<file path="config.mk">
export PLATFORM = sky130hd
export DESIGN_NAME = floppy_lock_and_pin_tristate
export DESIGN_NICKNAME = d
export VERILOG_FILES = /design/src/fdc_lock_pkg.sv /design/src/floppy_lock_and_pin_tristate.sv /design/src/pin_gate.sv /design/src/result_seq.sv
export SDC_FILE = /design/constraint.sdc
export NUM_CORES = 1
export LEC_CHECK = 0
export ABC_CLOCK_PERIOD_IN_PS = 4400
export BUFFER_PORTS_ARGS = -buffer_cell sky130_fd_sc_hd__buf_2
export CORE_ASPECT_RATIO = 1.5
export CORE_UTILIZATION = 30
export DETAILED_ROUTE_END_ITERATION = 8
export GPL_TIMING_DRIVEN = 0
export PLACE_DENSITY = 0.54
export SLEW_MARGIN = 25
export SYNTH_ARGS = -nofsm -noshare
export SYNTH_HDL_FRONTEND = slang
export SYNTH_SLANG_ARGS = --single-unit
</file>
<file path="constraint.sdc">
create_clock -name clk_sys -period 4.4 [get_ports clk_sys]
set_input_delay 0.66 -clock clk_sys [delete_from_list [all_inputs] [get_ports clk_sys]]
set_output_delay 0.66 -clock clk_sys [all_outputs]
set_load 0.005 [all_outputs]
</file>
<file path="src/fdc_lock_pkg.sv">
/*
 floppy lock / pin tri-state package: register map, field positions,
 reset values, command codes and carrier types.
 assumes a 32-bit apb slave with byte addresses in paddr[7:0].
*/
package fdc_lock_pkg;
	// ---------------------------------------------------------------
	// register offsets (byte addresses)
	// ---------------------------------------------------------------
	localparam logic [7:0] OFS_ACTIVATE = 8'h00;
	localparam logic [7:0] OFS_BASE = 8'h04;
	localparam logic [7:0] OFS_GLOBAL = 8'h08;
	localparam logic [7:0] OFS_MODE = 8'h0c;
	localparam logic [7:0] OFS_DATA_RATE = 8'h10;
	localparam logic [7:0] OFS_DIGITAL_OUT = 8'h14;
	localparam logic [7:0] OFS_COMMAND = 8'h18;
	localparam logic [7:0] OFS_RESULT = 8'h1c;
	localparam logic [7:0] OFS_STATUS = 8'h20;
	localparam logic [7:0] OFS_PARAMS = 8'h24;
	// ---------------------------------------------------------------
	// field positions
	// ---------------------------------------------------------------
	localparam int ACT_BIT = 0;
	localparam int GLB_POWER_BIT = 0;
	localparam int GLB_AUTOPM_BIT = 8;
	localparam int GLB_IDENT_BIT = 16;
	localparam int GLB_MODSEL_BIT = 17;
	localparam int MODE_OUTCTL_BIT = 7;
	localparam int DR_SWRST_BIT = 7;
	localparam int DR_PWRDN_BIT = 6;
	localparam int DO_RESET_N_BIT = 2;
	localparam int CMD_LOCK_BIT = 7;
	localparam int CMD_FIFO_EN_BIT = 8;
	localparam int CMD_THR_LSB = 12;
	localparam int CMD_PRECOMP_START_TRACK_LSB = 16;
	localparam int CMD_GAP_BIT = 8;
	localparam int CMD_PERP_WRITE_GATE_BIT_BIT = 9;
	localparam int CMD_DRV_LSB = 10;
	localparam int CMD_OW_BIT = 14;
	localparam int LOCK_RES_BIT = 4;
	localparam int RES_VALID_BIT = 8;
	// ---------------------------------------------------------------
	// command codes and result layout
	// ---------------------------------------------------------------
	localparam logic [2:0] CMD_CONFIGURE = 3'h1;
	localparam logic [2:0] CMD_LOCK = 3'h2;
	localparam logic [2:0] CMD_PERP = 3'h3;
	localparam logic [2:0] CMD_DUMP = 3'h4;
	localparam int DUMP_LEN = 10;
	localparam logic [3:0] DUMP_LEN_W = 4'ha;
	localparam logic [3:0] LOCK_LEN_W = 4'h1;
	localparam int DUMP_LOCK_IDX = 7;
	localparam int DUMP_CFG_IDX = 8;
	localparam int DUMP_PRECOMP_START_TRACK_IDX = 9;
	// ---------------------------------------------------------------
	// base window and reset values
	// ---------------------------------------------------------------
	localparam logic [15:0] BASE_MIN = 16'h0100;
	localparam logic [15:0] BASE_MAX = 16'h0ff8;
	localparam logic [15:0] RST_BASE = 16'h0000;
	localparam logic RST_ACTIVATE = 1'b0;
	localparam logic [31:0] RST_GLOBAL = 32'h0000_0001;
	localparam logic [7:0] RST_MODE = 8'h00;
	localparam logic RST_PWRDN = 1'b0;
	localparam logic RST_LOCK = 1'b0;
	localparam int PIN_W = 10;
	localparam logic [PIN_W-1:0] RST_PIN_DATA = 10'h3ff;

	typedef struct packed {
		logic fifo_enable_param;
		logic [3:0] fifo_threshold_param;
		logic [7:0] precomp_start_track;
	} lock_params_s;
	localparam lock_params_s RST_PARAMS = '{1'b0, 4'h0, 8'h00};

	typedef struct packed {
		logic [3:0] drive_perp;
		logic gap;
		logic perp_write_gate_bit;
	} perp_s;
	localparam perp_s RST_PERP = '{4'h0, 1'b0, 1'b0};

	// active-low drive pins in the order they leave the block
	typedef struct packed {
		logic write_data_out;
		logic drive_density_out;
		logic head_select_out;
		logic write_gate_out;
		logic step_direction_out;
		logic step_pulse_out;
		logic drive_select_a;
		logic drive_select_b;
		logic motor_enable_a;
		logic motor_enable_b;
	} floppy_pins_s;

	typedef enum logic [2:0] {
		COMPAT_MODE_A = 3'b001,
		COMPAT_MODE_B = 3'b010,
		COMPAT_MODE_C = 3'b100
	} compat_mode_e;

	typedef enum logic [1:0] {
		RS_IDLE = 2'b01,
		RS_SEND = 2'b10
	} result_state_e;
endpackage

</file>
<file path="src/floppy_lock_and_pin_tristate.sv">
/*
 floppy controller parameter lock, result bytes and hot-swap pin
 tri-state control behind an apb register slave.
 assumes the controller core drives the pin values in and reports its
 automatic power-down conditions; inputs are synchronous to clk_sys.
*/
// The APB register port and the register addresses were chosen for this implementation.
// Functional notes
// - with the lock flag set, a software reset keeps fifo enable, fifo threshold and precompensation track.
// - a hardware reset clears the lock flag and returns those three parameters to their defaults.
// - a lock command returns one result byte that shows the lock value it carried.
// - the dump command puts the lock flag and per-drive perpendicular bits in its eighth byte.
// - after a hardware reset the block runs in one of three legacy modes chosen by identity and modulation bits.
// - the floppy outputs float whenever the floppy device is powered down or not activated.
// - mode register bit 7 floats the standard pins and leaves the parallel-port pins alone.
// - both pin groups float when inactive, powered down or the base is invalid; otherwise standard follow bit 7, parallel drive.
// - a base address outside 0x100 to 0x0ff8 floats the floppy outputs.
// - floppy power bit 0 of global register 0x22 at 0 counts as powered off and floats the outputs.
// - manual power-down bit 6 of the data-rate register floats the outputs and overrides auto power-down.
// - with auto power management on, outputs float only when all auto power-down conditions hold.
// - the tri-state covers write data, density, head, write gate, direction, step, both selects and motors.
// - a software reset clears only the gap and write-gate bits; a hardware reset clears all perpendicular bits.
`timescale 1ns/1ps
module floppy_lock_and_pin_tristate
	import fdc_lock_pkg::*;
(
	input wire logic clk_sys,
	input wire logic rst,
	input wire logic psel,
	input wire logic penable,
	input wire logic pwrite,
	input wire logic [7:0] paddr,
	input wire logic [31:0] pwdata,
	output logic [31:0] prdata,
	output logic pready,
	output logic pslverr,
	input wire floppy_pins_s core_pins,
	input wire floppy_pins_s pp_core_pins,
	input wire logic [3:0] auto_pd_conds,
	output floppy_pins_s std_pins_o,
	output floppy_pins_s std_pins_oe_n,
	output floppy_pins_s pp_pins_o,
	output floppy_pins_s pp_pins_oe_n,
	output compat_mode_e compat_mode
);
	logic activate_r;
	logic [15:0] base_r;
	logic [31:0] global_r;
	logic [7:0] mode_r;
	logic pwrdn_r;
	logic lock_r;
	lock_params_s params_r;
	perp_s perp_r;
	logic acc, wr, rd, mapped, soft_rst;
	logic cmd_wr;
	logic [2:0] cmd_op;
	logic base_ok, powered, auto_pd, in_power_down, dev_on, std_drive, pp_drive;
	logic res_load, res_valid;
	logic [3:0] res_len, res_idx;
	logic [7:0] res_byte;
	logic [DUMP_LEN*8-1:0] res_bytes;

	// ---------------------------------------------------------------
	// apb decode
	// ---------------------------------------------------------------
	assign acc = psel && penable;
	assign wr = acc && pwrite && mapped;
	assign rd = acc && !pwrite && mapped;
	assign pready = 1'b1;
	assign pslverr = acc && !mapped;
	assign cmd_wr = wr && (paddr == OFS_COMMAND);
	assign cmd_op = pwdata[2:0];

	always_comb begin
		case (paddr)
			OFS_ACTIVATE, OFS_BASE, OFS_GLOBAL, OFS_MODE, OFS_DATA_RATE,
			OFS_DIGITAL_OUT, OFS_COMMAND, OFS_RESULT, OFS_STATUS, OFS_PARAMS: mapped = 1'b1;
			default: mapped = 1'b0;
		endcase
	end

	// software reset through either the digital output or data-rate register
	assign soft_rst = wr && (((paddr == OFS_DIGITAL_OUT) && !pwdata[DO_RESET_N_BIT])
		|| ((paddr == OFS_DATA_RATE) && pwdata[DR_SWRST_BIT]));

	// ---------------------------------------------------------------
	// configuration registers
	// ---------------------------------------------------------------
	always_ff @(posedge clk_sys) begin
		if (rst) begin
			activate_r <= RST_ACTIVATE;
			base_r <= RST_BASE;
			global_r <= RST_GLOBAL;
			mode_r <= RST_MODE;
		end else if (wr) begin
			case (paddr)
				OFS_ACTIVATE: activate_r <= pwdata[ACT_BIT];
				OFS_BASE: base_r <= pwdata[15:0];
				OFS_GLOBAL: global_r <= pwdata;
				OFS_MODE: mode_r <= pwdata[7:0];
				default: ;
			endcase
		end
	end

	always_ff @(posedge clk_sys) begin
		if (rst) begin
			pwrdn_r <= RST_PWRDN;
		end else if (wr && (paddr == OFS_DATA_RATE)) begin
			pwrdn_r <= pwdata[DR_PWRDN_BIT];
		end
	end

	// identity bit picks the first mode, modulation bit splits the other two
	always_comb begin
		if (global_r[GLB_IDENT_BIT]) begin
			compat_mode = COMPAT_MODE_A;
		end else if (global_r[GLB_MODSEL_BIT]) begin
			compat_mode = COMPAT_MODE_B;
		end else begin
			compat_mode = COMPAT_MODE_C;
		end
	end

	// ---------------------------------------------------------------
	// lock flag, locked parameters and perpendicular bits
	// ---------------------------------------------------------------
	always_ff @(posedge clk_sys) begin
		if (rst) begin
			lock_r <= RST_LOCK;
		end else if (cmd_wr && (cmd_op == CMD_LOCK)) begin
			lock_r <= pwdata[CMD_LOCK_BIT];
		end
	end

	always_ff @(posedge clk_sys) begin
		if (rst) begin
			params_r <= RST_PARAMS;
		end else if (soft_rst && !lock_r) begin
			params_r <= RST_PARAMS;
		end else if (cmd_wr && (cmd_op == CMD_CONFIGURE)) begin
			params_r.fifo_enable_param <= pwdata[CMD_FIFO_EN_BIT];
			params_r.fifo_threshold_param <= pwdata[CMD_THR_LSB +: 4];
			params_r.precomp_start_track <= pwdata[CMD_PRECOMP_START_TRACK_LSB +: 8];
		end
	end

	always_ff @(posedge clk_sys) begin
		if (rst) begin
			perp_r <= RST_PERP;
		end else if (soft_rst) begin
			perp_r.gap <= 1'b0;
			perp_r.perp_write_gate_bit <= 1'b0;
		end else if (cmd_wr && (cmd_op == CMD_PERP)) begin
			perp_r.gap <= pwdata[CMD_GAP_BIT];
			perp_r.perp_write_gate_bit <= pwdata[CMD_PERP_WRITE_GATE_BIT_BIT];
			// per-drive bits only move when the overwrite bit is set
			if (pwdata[CMD_OW_BIT]) begin
				perp_r.drive_perp <= pwdata[CMD_DRV_LSB +: 4];
			end
		end
	end

	// ---------------------------------------------------------------
	// result bytes
	// ---------------------------------------------------------------
	assign res_load = cmd_wr && ((cmd_op == CMD_LOCK) || (cmd_op == CMD_DUMP));
	assign res_len = (cmd_op == CMD_LOCK) ? LOCK_LEN_W : DUMP_LEN_W;

	always_comb begin
		res_bytes = '0;
		if (cmd_op == CMD_LOCK) begin
			res_bytes[LOCK_RES_BIT] = pwdata[CMD_LOCK_BIT];
		end else begin
			res_bytes[DUMP_LOCK_IDX*8 +: 8] = {lock_r, 1'b0, perp_r};
			res_bytes[DUMP_CFG_IDX*8 +: 8] = {2'b00, params_r.fifo_enable_param, 1'b0,
				params_r.fifo_threshold_param};
			res_bytes[DUMP_PRECOMP_START_TRACK_IDX*8 +: 8] = params_r.precomp_start_track;
		end
	end

	result_seq u_result (
		.clk_sys(clk_sys),
		.rst(rst),
		.flush(soft_rst),
		.load(res_load),
		.len(res_len),
		.bytes_in(res_bytes),
		.pop(rd && (paddr == OFS_RESULT)),
		.byte_o(res_byte),
		.idx(res_idx),
		.valid(res_valid)
	);

	// ---------------------------------------------------------------
	// read mux
	// ---------------------------------------------------------------
	always_comb begin
		prdata = 32'h0000_0000;
		if (rd) begin
			case (paddr)
				OFS_ACTIVATE: prdata[ACT_BIT] = activate_r;
				OFS_BASE: prdata[15:0] = base_r;
				OFS_GLOBAL: prdata = global_r;
				OFS_MODE: prdata[7:0] = mode_r;
				OFS_DATA_RATE: prdata[DR_PWRDN_BIT] = pwrdn_r;
				OFS_RESULT: prdata[8:0] = {res_valid, res_byte};
				OFS_STATUS: prdata[10:0] = {compat_mode, 2'b00, std_drive, pp_drive, base_ok,
					powered, auto_pd, lock_r};
				OFS_PARAMS: prdata[18:0] = {perp_r, params_r};
				default: prdata = 32'h0000_0000;
			endcase
		end
	end

	// ---------------------------------------------------------------
	// pin enables
	// ---------------------------------------------------------------
	assign base_ok = (base_r >= BASE_MIN) && (base_r <= BASE_MAX);
	assign powered = global_r[GLB_POWER_BIT];
	// auto power-down only counts when every condition holds
	assign auto_pd = global_r[GLB_AUTOPM_BIT] && (&auto_pd_conds);
	// manual power-down wins whatever auto management says
	assign in_power_down = !powered || pwrdn_r || auto_pd;
	assign dev_on = activate_r && base_ok && !in_power_down;
	assign std_drive = dev_on && !mode_r[MODE_OUTCTL_BIT];
	assign pp_drive = dev_on;

	pin_gate #(.W(PIN_W)) u_std_pins (
		.clk_sys(clk_sys),
		.rst(rst),
		.din(core_pins),
		.drive(std_drive),
		.dout(std_pins_o),
		.oe_n(std_pins_oe_n)
	);

	pin_gate #(.W(PIN_W)) u_pp_pins (
		.clk_sys(clk_sys),
		.rst(rst),
		.din(pp_core_pins),
		.drive(pp_drive),
		.dout(pp_pins_o),
		.oe_n(pp_pins_oe_n)
	);
endmodule

</file>
<file path="src/pin_gate.sv">
/*
 one group of floppy output pins: registered data and an active-low
 output enable.
 assumes the pad or bench resolves the wire from data and enable.
*/
`timescale 1ns/1ps
module pin_gate
	import fdc_lock_pkg::*;
#(
	parameter int W = PIN_W
) (
	input wire logic clk_sys,
	input wire logic rst,
	input wire logic [W-1:0] din,
	input wire logic drive,
	output logic [W-1:0] dout,
	output logic [W-1:0] oe_n
);
	// ---------------------------------------------------------------
	// data register and enable
	// ---------------------------------------------------------------
	always_ff @(posedge clk_sys) begin
		if (rst) begin
			dout <= RST_PIN_DATA[W-1:0];
		end else begin
			dout <= din;
		end
	end

	// enable stays combinational so a power or activate change acts at once
	assign oe_n = {W{~drive}};
endmodule

</file>
<file path="src/result_seq.sv">
/*
 result byte sequencer: holds up to ten result bytes and hands them out
 one per pop.
 assumes load, pop and flush are one-cycle pulses from the register side.
*/
`timescale 1ns/1ps
module result_seq
	import fdc_lock_pkg::*;
(
	input wire logic clk_sys,
	input wire logic rst,
	input wire logic flush,
	input wire logic load,
	input wire logic [3:0] len,
	input wire logic [DUMP_LEN*8-1:0] bytes_in,
	input wire logic pop,
	output logic [7:0] byte_o,
	output logic [3:0] idx,
	output logic valid
);
	result_state_e state_r;
	logic [7:0] mem [0:DUMP_LEN-1];
	logic [3:0] len_r;

	// ---------------------------------------------------------------
	// sequencing
	// ---------------------------------------------------------------
	always_ff @(posedge clk_sys) begin
		if (rst || flush) begin
			state_r <= RS_IDLE;
			idx <= 4'h0;
			len_r <= 4'h0;
		end else begin
			case (state_r)
				RS_IDLE: begin
					if (load) begin
						state_r <= RS_SEND;
						idx <= 4'h0;
						len_r <= len;
					end
				end
				RS_SEND: begin
					// a fresh command drops whatever was left unread
					if (load) begin
						idx <= 4'h0;
						len_r <= len;
					end else if (pop) begin
						if (idx == len_r - 4'h1) begin
							state_r <= RS_IDLE;
						end
						idx <= idx + 4'h1;
					end
				end
				default: state_r <= RS_IDLE;
			endcase
		end
	end

	always_ff @(posedge clk_sys) begin
		if (load) begin
			for (int i = 0; i < DUMP_LEN; i++) begin
				mem[i] <= bytes_in[i*8 +: 8];
			end
		end
	end

	assign valid = (state_r == RS_SEND);
	assign byte_o = valid ? mem[idx] : 8'h00;
endmodule

</file>
==> results of run 1 <==
[metal layers]
metal | vias to the layer above | GRT usage (%) | wire length [microns]
met4 | 0 | 12.4 | 1130
met5 | - | 0 | 0
met3 | 58 | 3.80 | 1230
li1 | 2809 | - | -
met1 | 2782 | 22.9 | 8570
met2 | 240 | 34.3 | 10600
[layout by cell type (no fill, tap or decap), types with 4 or more instances in the layout]
cell and count:
buf_4 22, mux2_2 13, or3_1 5, clkbuf_16 17, nand3_1 14, o31ai_1 7
dfxtp_1 110, a21o_1 5, nor3_1 7, nand2_1 60, buf_2 151, clkinv_2 4
nand2b_1 4, inv_1 11, nor2_1 50, nor2b_1 27, nand4_1 18, or2_2 22
edfxtp_1 21, a22oi_1 17, xnor2_1 5, and3_1 17, mux2i_1 37, nand4b_1 14
nor4_1 6, a21oi_1 58, o21ai_0 18, clkbuf_1 38, ha_1 5
[cells by family after synthesis]
group,count (synthesis),share of synthesized area (%)
and+or+nand+nor,271,24.2
AOI/OAI and AO/OA,146,14.8
DFF,131,44.5
buffers and inverters,81,6.48
muxes,50,8.11
xor gates and xnor gates,7,0.962
adders and majority gates,5,0.982
other,1,0.0588
[metrics by stage]
stage / std cells / instance area, sq um / hold slack (ns) / power (mW)
3_3_place_gp: 1096 / 7400 / 0.436 / 1.41
6_report: 1131 / 7980 / 0.419 / 2.73
3_5_place_dp: 1099 / 7420 / 0.441 / 1.41
4_1_cts: 1131 / 7980 / 0.406 / 2.75
5_1_grt: 1131 / 7980 / 0.415 / 2.82
2_1_floorplan: 692 / 6370 / 0.427 / 1.33
[worst reg2reg max path: stages, from the launching register on]
cell	delay, ns
dfxtp_1	0.37
inv_1	0.06
ha_1	0.23
nor4bb_1	0.37
nand4_1	0.31
or4_1	0.57
a31oi_1	0.25
[cell type report]
class,count,area share (%)
Inverter,11,0.518
Clock buffer,20,5.48
Buffer,70,4.66
Sequential cell,131,35.5
Timing Repair Buffer,143,8.97
Multi-Input combinational cell,480,39.3
Clock inverter,12,1.43
Tap cell,264,4.14
[registers in the layout (all words and copies together), names as in the netlist, named ones only]
| register | flops |
|---|---|
| global_r | 32 |
| u_result.mem | 21 |
| lock_r | 1 |
| base_r | 16 |
| mode_r | 8 |
| u_result.idx | 4 |
| perp_r | 6 |
| activate_r | 1 |
| u_pp_pins.dout | 10 |
| u_result.len_r | 2 |
| pwrdn_r | 1 |
| u_std_pins.dout | 10 |
| u_result.state_r | 2 |
| params_r | 13 |
[power by group through the flow]
stage	Combinational, mW	Sequential [mW]	Clock, mW
after detailed placement	0.160	1.25	0
after global routing	0.172	1.23	1.42
after floorplan	0.0735	1.25	0
after global placement	0.159	1.25	0
final	0.161	1.23	1.35
after CTS	0.161	1.23	1.37
[path summary, 6_finish.rpt]
kind / startpoint / end / depth (start not counted)
max: paddr[1] / prdata[5] / 8
min: core_pins[1] / u_std_pins.dout[1]$_SDFF_PP1_ / 2
max reg2reg: u_result.state_r[1]$_SDFFE_PP0P_ / register / 6
min reg2reg: global_r[23]$_SDFFE_PP0P_ / global_r[23]$_SDFFE_PP0P_ / 2
==> metrics.md, run 1 <==
| Metric | Value |
|---|---|
| Synth Flop Type | dfxtp_1 |
| Unrepaired setup endpoints after global routing | false |
| Syn avg cell area | 9.21 sq um |
| Crit-path most repeated cell | buf_2 |
| Vias | 5889 |
| Flops & latches, synth | 131 |
| Skew final | 0.00912 ns |
| Layout area overhead | 25.2% |
| Total grt overflow | 0 |
| First-pass GRT wire length | 32.8 mm |
| CTS resizes | 0 |
| CP required | 3.74 ns |
| Root buffer cell | clkbuf_16 |
| Initial antenna violation count | 0 |
| Max-slew violations | 0 |
| Cell Area, Synth | 6370 sq um |
| CTS tree | yes |
| Internal reg-to-reg setup slack | 2.14 ns |
| Routability cong. | 0.891 |
| Net count after synthesis | 766 |
| ANT cells | 0 |
| Comb power frac | 5.9% |
| Yosys warnings | 0 |
| Crit-path cells | buf_2 > nor4_2 > buf_2 > buf_1 > nand4b_1 > nor4_1 > o21a_1 > buf_2 |
| Pre-Repair DR Iteration Count | 5 |
| Crit path buf inv count | 4 |
| Hold_buf cts | 0 |
| Max clock buf depth | 2 |
| Final core occ | 38.8% |
| Number of enable flip-flop cells after synthesis | 21 |
| Hold Crit Class | in -> reg |
| Final worst setup slack | 0.840 ns |
| FP Rows | 64 |
| Cell count after synthesis | 692 |
| Peak supply drop | 0.230 mV |
| Synth top area share | 34.6% |
| Most common cell in the netlist | dfxtp_1 |
| Avg WL per Cell | 19.0 microns |
| Slowest stage delay, CP | 0.60 ns |
| Max-slew headroom | 41.6% |
| Actual slew at the worst max-slew pin | 0.870 ns |
| Setup TNS | 0 ns |
| Filler cells | 2152 |
| Number of setup buffers added after CTS | 0 |
| Sequential element share of the synthesized area | 44.5% |
| Core Footprint | 20600 sq um |
| Commonest cells in the netlist | dfxtp_1, nand2_1, a21oi_1 |
| CP startpoint kind | primary input |
| Multi-input logic area | 3130 sq um |
| HPWL after DPL | 16.7 mm |
| NetSw | 0.631 mW |
| Port buffer count | 140 |
| Final min period | 3.56 ns |
| Global-route usage over all layers | 20.2% |
| Max Cap Violations | 0 |
| Final #Nets | 928 |
| Clock Power Share | 49.3% |
| Via density | 5.21 |
| Slowest CP cell | nor4_2 |
| Die height | 181 microns |
| Io pins | 146 |
| DRT iter0 DRCs | 318 |
| Synth area leader | dfxtp_1 |
| Number of global-route vias before repair | 5761 |
| Fmax achieved | 281 MHz |
| Worst skew pair latency | 0.42 ns |
| Outcome | finished clean |
| Setup WS pre-CTS | 0.543 ns |
| CP Capture Type | output port |
| Period utilization | 80.9% |
| Count of final setup violators | 0 |
| Cell variety after synth | 71 |
| Switching share of total power | 23.1% |
| DRC Markers | 0 |
| DIE WIDTH | 121 microns |
| Die ar. | 21800 sq um |
| Int Pwr | 2.10 mW |
| Async SR Flop Fraction | 0% |
| Kind of critical path | in -> out |
| Initial Utilization | 31.0% |
| CP max FO | 10 |
| Endpoints failing hold | 0 |
| H-Tree Level Count | 4 |
| Clock sink count | 131 |
| Sequential cell area | 2830 sq um |
| Pleak | 3.35 nW |
| Num CTS Buffers | 17 |
| Crit path DAT | 2.90 ns |
| Total routed wirelength | 21.5 mm |
| Largest net degree at the start of global routing | 17 |
| ANT nets after route | 0 |
| Reg power frac | 44.8% |
| Share of layout cells above drive strength 1 | 28.7% |
| Pwr/cell area | 343 nW/um^2 |
| CTS clock-pin slew for the worst setup and hold paths | 0.06 ns |
| Top cells by area, synth | dfxtp_1, edfxtp_1, mux2i_1, a21oi_1, nand2_1 |
| Critical path's top delay family | simple AND/OR/NAND/NOR gates |
Power figures use the tool's default switching activity.
==> run 2: changes to the inputs <==
Settings changed: ABC_AREA set to 1, ABC_CLOCK_PERIOD_IN_PS 4400 to 3100, PLACE_DENSITY 0.54 to 0.55.
Clock period 4.4 ns to 3.1 ns, I/O delays scaled along.
==> metrics.md, run 2 <==
| Metric | Value |
|---|---|
| Comb power frac | 4.3% (-1.6 points) |
| Avg WL per Cell | 15.8 microns (-17%) |
| Pwr/cell area | 508 nW/um^2 (+48%) |
| Final worst setup slack | 0.124 ns (-0.715 ns) |
| Clock sink count | 131 (unchanged) |
| CTS clock-pin slew for the worst setup and hold paths | 0.06 ns (about the same) |
| Biggest register | global_r |
| Final hold slack | 0.210 ns (-0.209 ns) |
| Share of layout cells above drive strength 1 | 26.2% (-2.5 points) |
| CP required | 2.63 ns (-1.11 ns) |
| Actual slew at the worst max-slew pin | 0.879 ns (+0.00965 ns) |
| Crit path buf inv count | 4 (unchanged) |
| Slowest stage delay, CP | 0.34 ns (-0.26 ns) |
| Skew final | 0.0119 ns (+0.00280 ns) |
| First-pass GRT wire length | 30.0 mm (-8.4%) |
| Syn avg cell area | 7.57 sq um (-18%) |
| Commonest cells in the netlist | nand2_1, dfxtp_1, inv_1 |
| ANT cells | 0 (unchanged) |
| Synth Flop Type | dfxtp_1 |
| Crit path DAT | 2.51 ns (-0.39 ns) |
| Initial Utilization | 30.7% (-0.30 points) |
| Slowest CP cell | a41oi_1 |
| Filler cells | 2159 (+0.33%) |
| Multi-input logic area | 2530 sq um (-19%) |
| Total grt overflow | 0 (unchanged) |
| CP max FO | 8 (-2) |
| Via density | 4.65 (-11%) |
| Setup TNS | 0 ns (unchanged) |
| Placed insts | 1208 (+9.9%) |
| Commonest non-fill, non-tap cell in the layout | nand2_1 |
| Number of setup buffers added after CTS | 0 (unchanged) |
| Layout area overhead | 26.8% |
| Sequential cell area | 2830 sq um (unchanged) |
| Cell count after synthesis | 805 (+16%) |
| Largest regs | global_r: 32 flops, u_result.mem: 21 flops, base_r: 16 flops |
| DRC Markers | 0 (unchanged) |
| Most frequent cells in the layout | nand2_1, buf_2, dfxtp_1 |
| Count of final setup violators | 0 (unchanged) |
| HPWL after DPL | 15.4 mm (-8.0%) |
| DRT iter0 DRCs | 325 (+2.2%) |
| Net count after synthesis | 879 (+15%) |
| Most common cell in the netlist | nand2_1 |
| Crit-path most repeated cell | nand2_1 |
| Top cells by area, synth | dfxtp_1, nand2_1, edfxtp_1, a21oi_1, inv_1 |
| Number of enable flip-flop cells after synthesis | 21 (unchanged) |
| Largest net degree at the start of global routing | 25 (+8) |
| FP Rows | 63 (-1.6%) |
| Switching share of total power | 22.6% (-0.47 points) |
| Fmax achieved | 336 MHz |
| CP startpoint kind | primary input |
| NetSw | 0.886 mW (+40%) |
| Initial antenna violation count | 0 (unchanged) |
| Yosys warnings | 0 (unchanged) |
| Core Footprint | 19900 sq um (-3.5%) |
| Sequential element share of the synthesized area | 46.5% (+2.0 points) |
| Int Pwr | 3.03 mW (+44%) |
| Pre-Repair DR Iteration Count | 5 (unchanged) |
| Final min period | 2.98 ns |
| Num CTS Buffers | 17 (unchanged) |
| Kind of critical path | in -> out |
| Crit-path cells | buf_2 > inv_2 > nand2_1 > nor2_2 > nand2_1 > nand2_1 > nor2_1 > nand2_4 > nand2_2 > inv_1 > nand2_1 > a41oi_1 > buf_2 |
| Worst skew pair latency | 0.43 ns (about the same) |
| Port buffer count | 143 (+2.1%) |
| Total routed wirelength | 19.6 mm (-8.9%) |
| Final core occ | 38.9% (+0.14 points) |
| Finished Layout Cells | 1240 (+9.6%) |
| Max Cap Violations | 0 (unchanged) |
| Critical path's top delay family | simple AND/OR/NAND/NOR gates |
| Clock Power Share | 51.3% (+2.0 points) |
| Reg power frac | 44.3% (-0.5 points) |
| ANT nets after route | 0 (unchanged) |
| Post-route cell area | 7720 sq um (-3.1%) |
| Unrepaired setup endpoints after global routing | false |
| DIE WIDTH | 118 microns (-2.2%) |
| Routability cong. | 0.895 (+0.47%) |
| Period utilization | 96.0% |
| Vias | 5764 (-2.1%) |
| Total Power | 3.92 mW (+43%) |
| Async SR Flop Fraction | 0% (unchanged) |
| Max-slew headroom | 41.3% (-0.26 points) |
| CP Capture Type | output port |
| Flops & latches, synth | 131 (unchanged) |
| Synth top area share | 36.1% (+1.6 points) |
| Max clock buf depth | 2 (unchanged) |
| Synth area leader | dfxtp_1 |
| Cell variety after synth | 42 (-41%) |
| Hold Crit Class | in -> reg |
| Max-slew violations | 0 (unchanged) |
| Placed Area | 7130 sq um (-3.9%) |
| Final #Nets | 1041 (+12%) |
| CTS tree | yes |
| Root buffer cell | clkbuf_16 |
| Number of global-route vias before repair | 5542 (-3.8%) |
| Outcome | finished clean |
| Endpoints failing hold | 0 (unchanged) |
| Cell Area, Synth | 6090 sq um (-4.4%) |
| Global-route usage over all layers | 19.3% (-0.85 points) |
| Setup WS pre-CTS | 0.0586 ns (-0.485 ns) |
| Pleak | 3.13 nW (-6.6%) |
| Die ar. | 20900 sq um (-4.3%) |
| Die height | 177 microns (-2.2%) |
| H-Tree Level Count | 4 (unchanged) |
| Io pins | 146 (unchanged) |
| Max reg flops | 32 (unchanged) |
| Peak supply drop | 0.272 mV (+18%) |
[run 2: changes by cell type in the layout (fill, tap and decap cells not counted), moves of 13 or more]
cell	change
mux2i_1	-37
nand2_1	+121
a21oi_1	+39
nor2_1	-13
and3_1	-17
nor2b_1	-27
nor3_1	+15
a22oi_1	-17
nand3_1	+13
inv_1	+92
nand4b_1	-14
o21ai_0	+32
mux2_2	-13
clkbuf_1	-19
[run 2: power by group through the flow]
| stage | clock network, mW | registers (mW) | logic (mW) |
|---|---|---|---|
| 2_1_floorplan | 0 | 1.78 | 0.0670 |
| 3_3_place_gp | 0 | 1.77 | 0.170 |
| 3_5_place_dp | 0 | 1.77 | 0.170 |
| 4_1_cts | 2.04 | 1.74 | 0.171 |
| 5_1_grt | 2.12 | 1.74 | 0.187 |
| 6_report | 2.01 | 1.74 | 0.170 |
[run 2: cells by family (layout without fill, tap and decap cells)]
kind of cell	after synthesis	in the layout	synth area share, %
other	1	1	0.0616
buffers and inverters	162	337	12.1
adder cells (fa/ha/maj)	5	5	1.03
XOR/XNOR	6	6	0.863
AND/OR/NAND/NOR	320	320	23.6
flip-flops	131	131	46.5
AO/OA/AOI/OAI	180	180	15.9
[run 2: final timing paths]
check	end	start	slack, ns	cells after the start
worst min register to register	global_r[29]$_SDFFE_PP0P_	global_r[29]$_SDFFE_PP0P_	0.45	2
worst min-delay path	u_pp_pins.dout[2]$_SDFF_PP1_	pp_core_pins[2]	0.21	2
worst max-delay path	prdata[10]	paddr[4]	0.12	13
worst max register to register	u_result.state_r[1]$_SDFFE_PP0P_	u_result.len_r[0]$_SDFFE_PP0P_	1.50	7
[run 2: final cells by class]
cell class                      count  area share [%]
Tap cell                          260            4.21
Multi-Input combinational cell    512            32.8
Clock buffer                       21            5.98
Clock inverter                     11            1.62
Buffer                             52            4.10
Sequential cell                   131            36.7
Timing Repair Buffer              143            9.26
Inverter                          110            5.41
[run 2: worst reg2reg max path, cell delays in order, from the launching register on]
cell and delay [ns]:
dfxtp_1 0.39, inv_1 0.06, ha_1 0.30, xnor2_1 0.12
nor4_1 0.32, nand2_1 0.12, nand3_1 0.09, a21oi_1 0.07
[run 2: timing repair]
action	in CTS	in global routing
hold buffers	0	0
gates resized for setup	0	2
endpoints found under the setup margin	0	3
[run 2: per-layer routing]
metal | vias to the layer above | part of all wire (%) | GRT usage (%)
li1 | 2922 | - | -
met1 | 2641 | 39 | 20.1
met2 | 159 | 53 | 35.8
met3 | 42 | 3.7 | 3.36
met4 | 0 | 4.0 | 11.8
met5 | - | 0 | 0
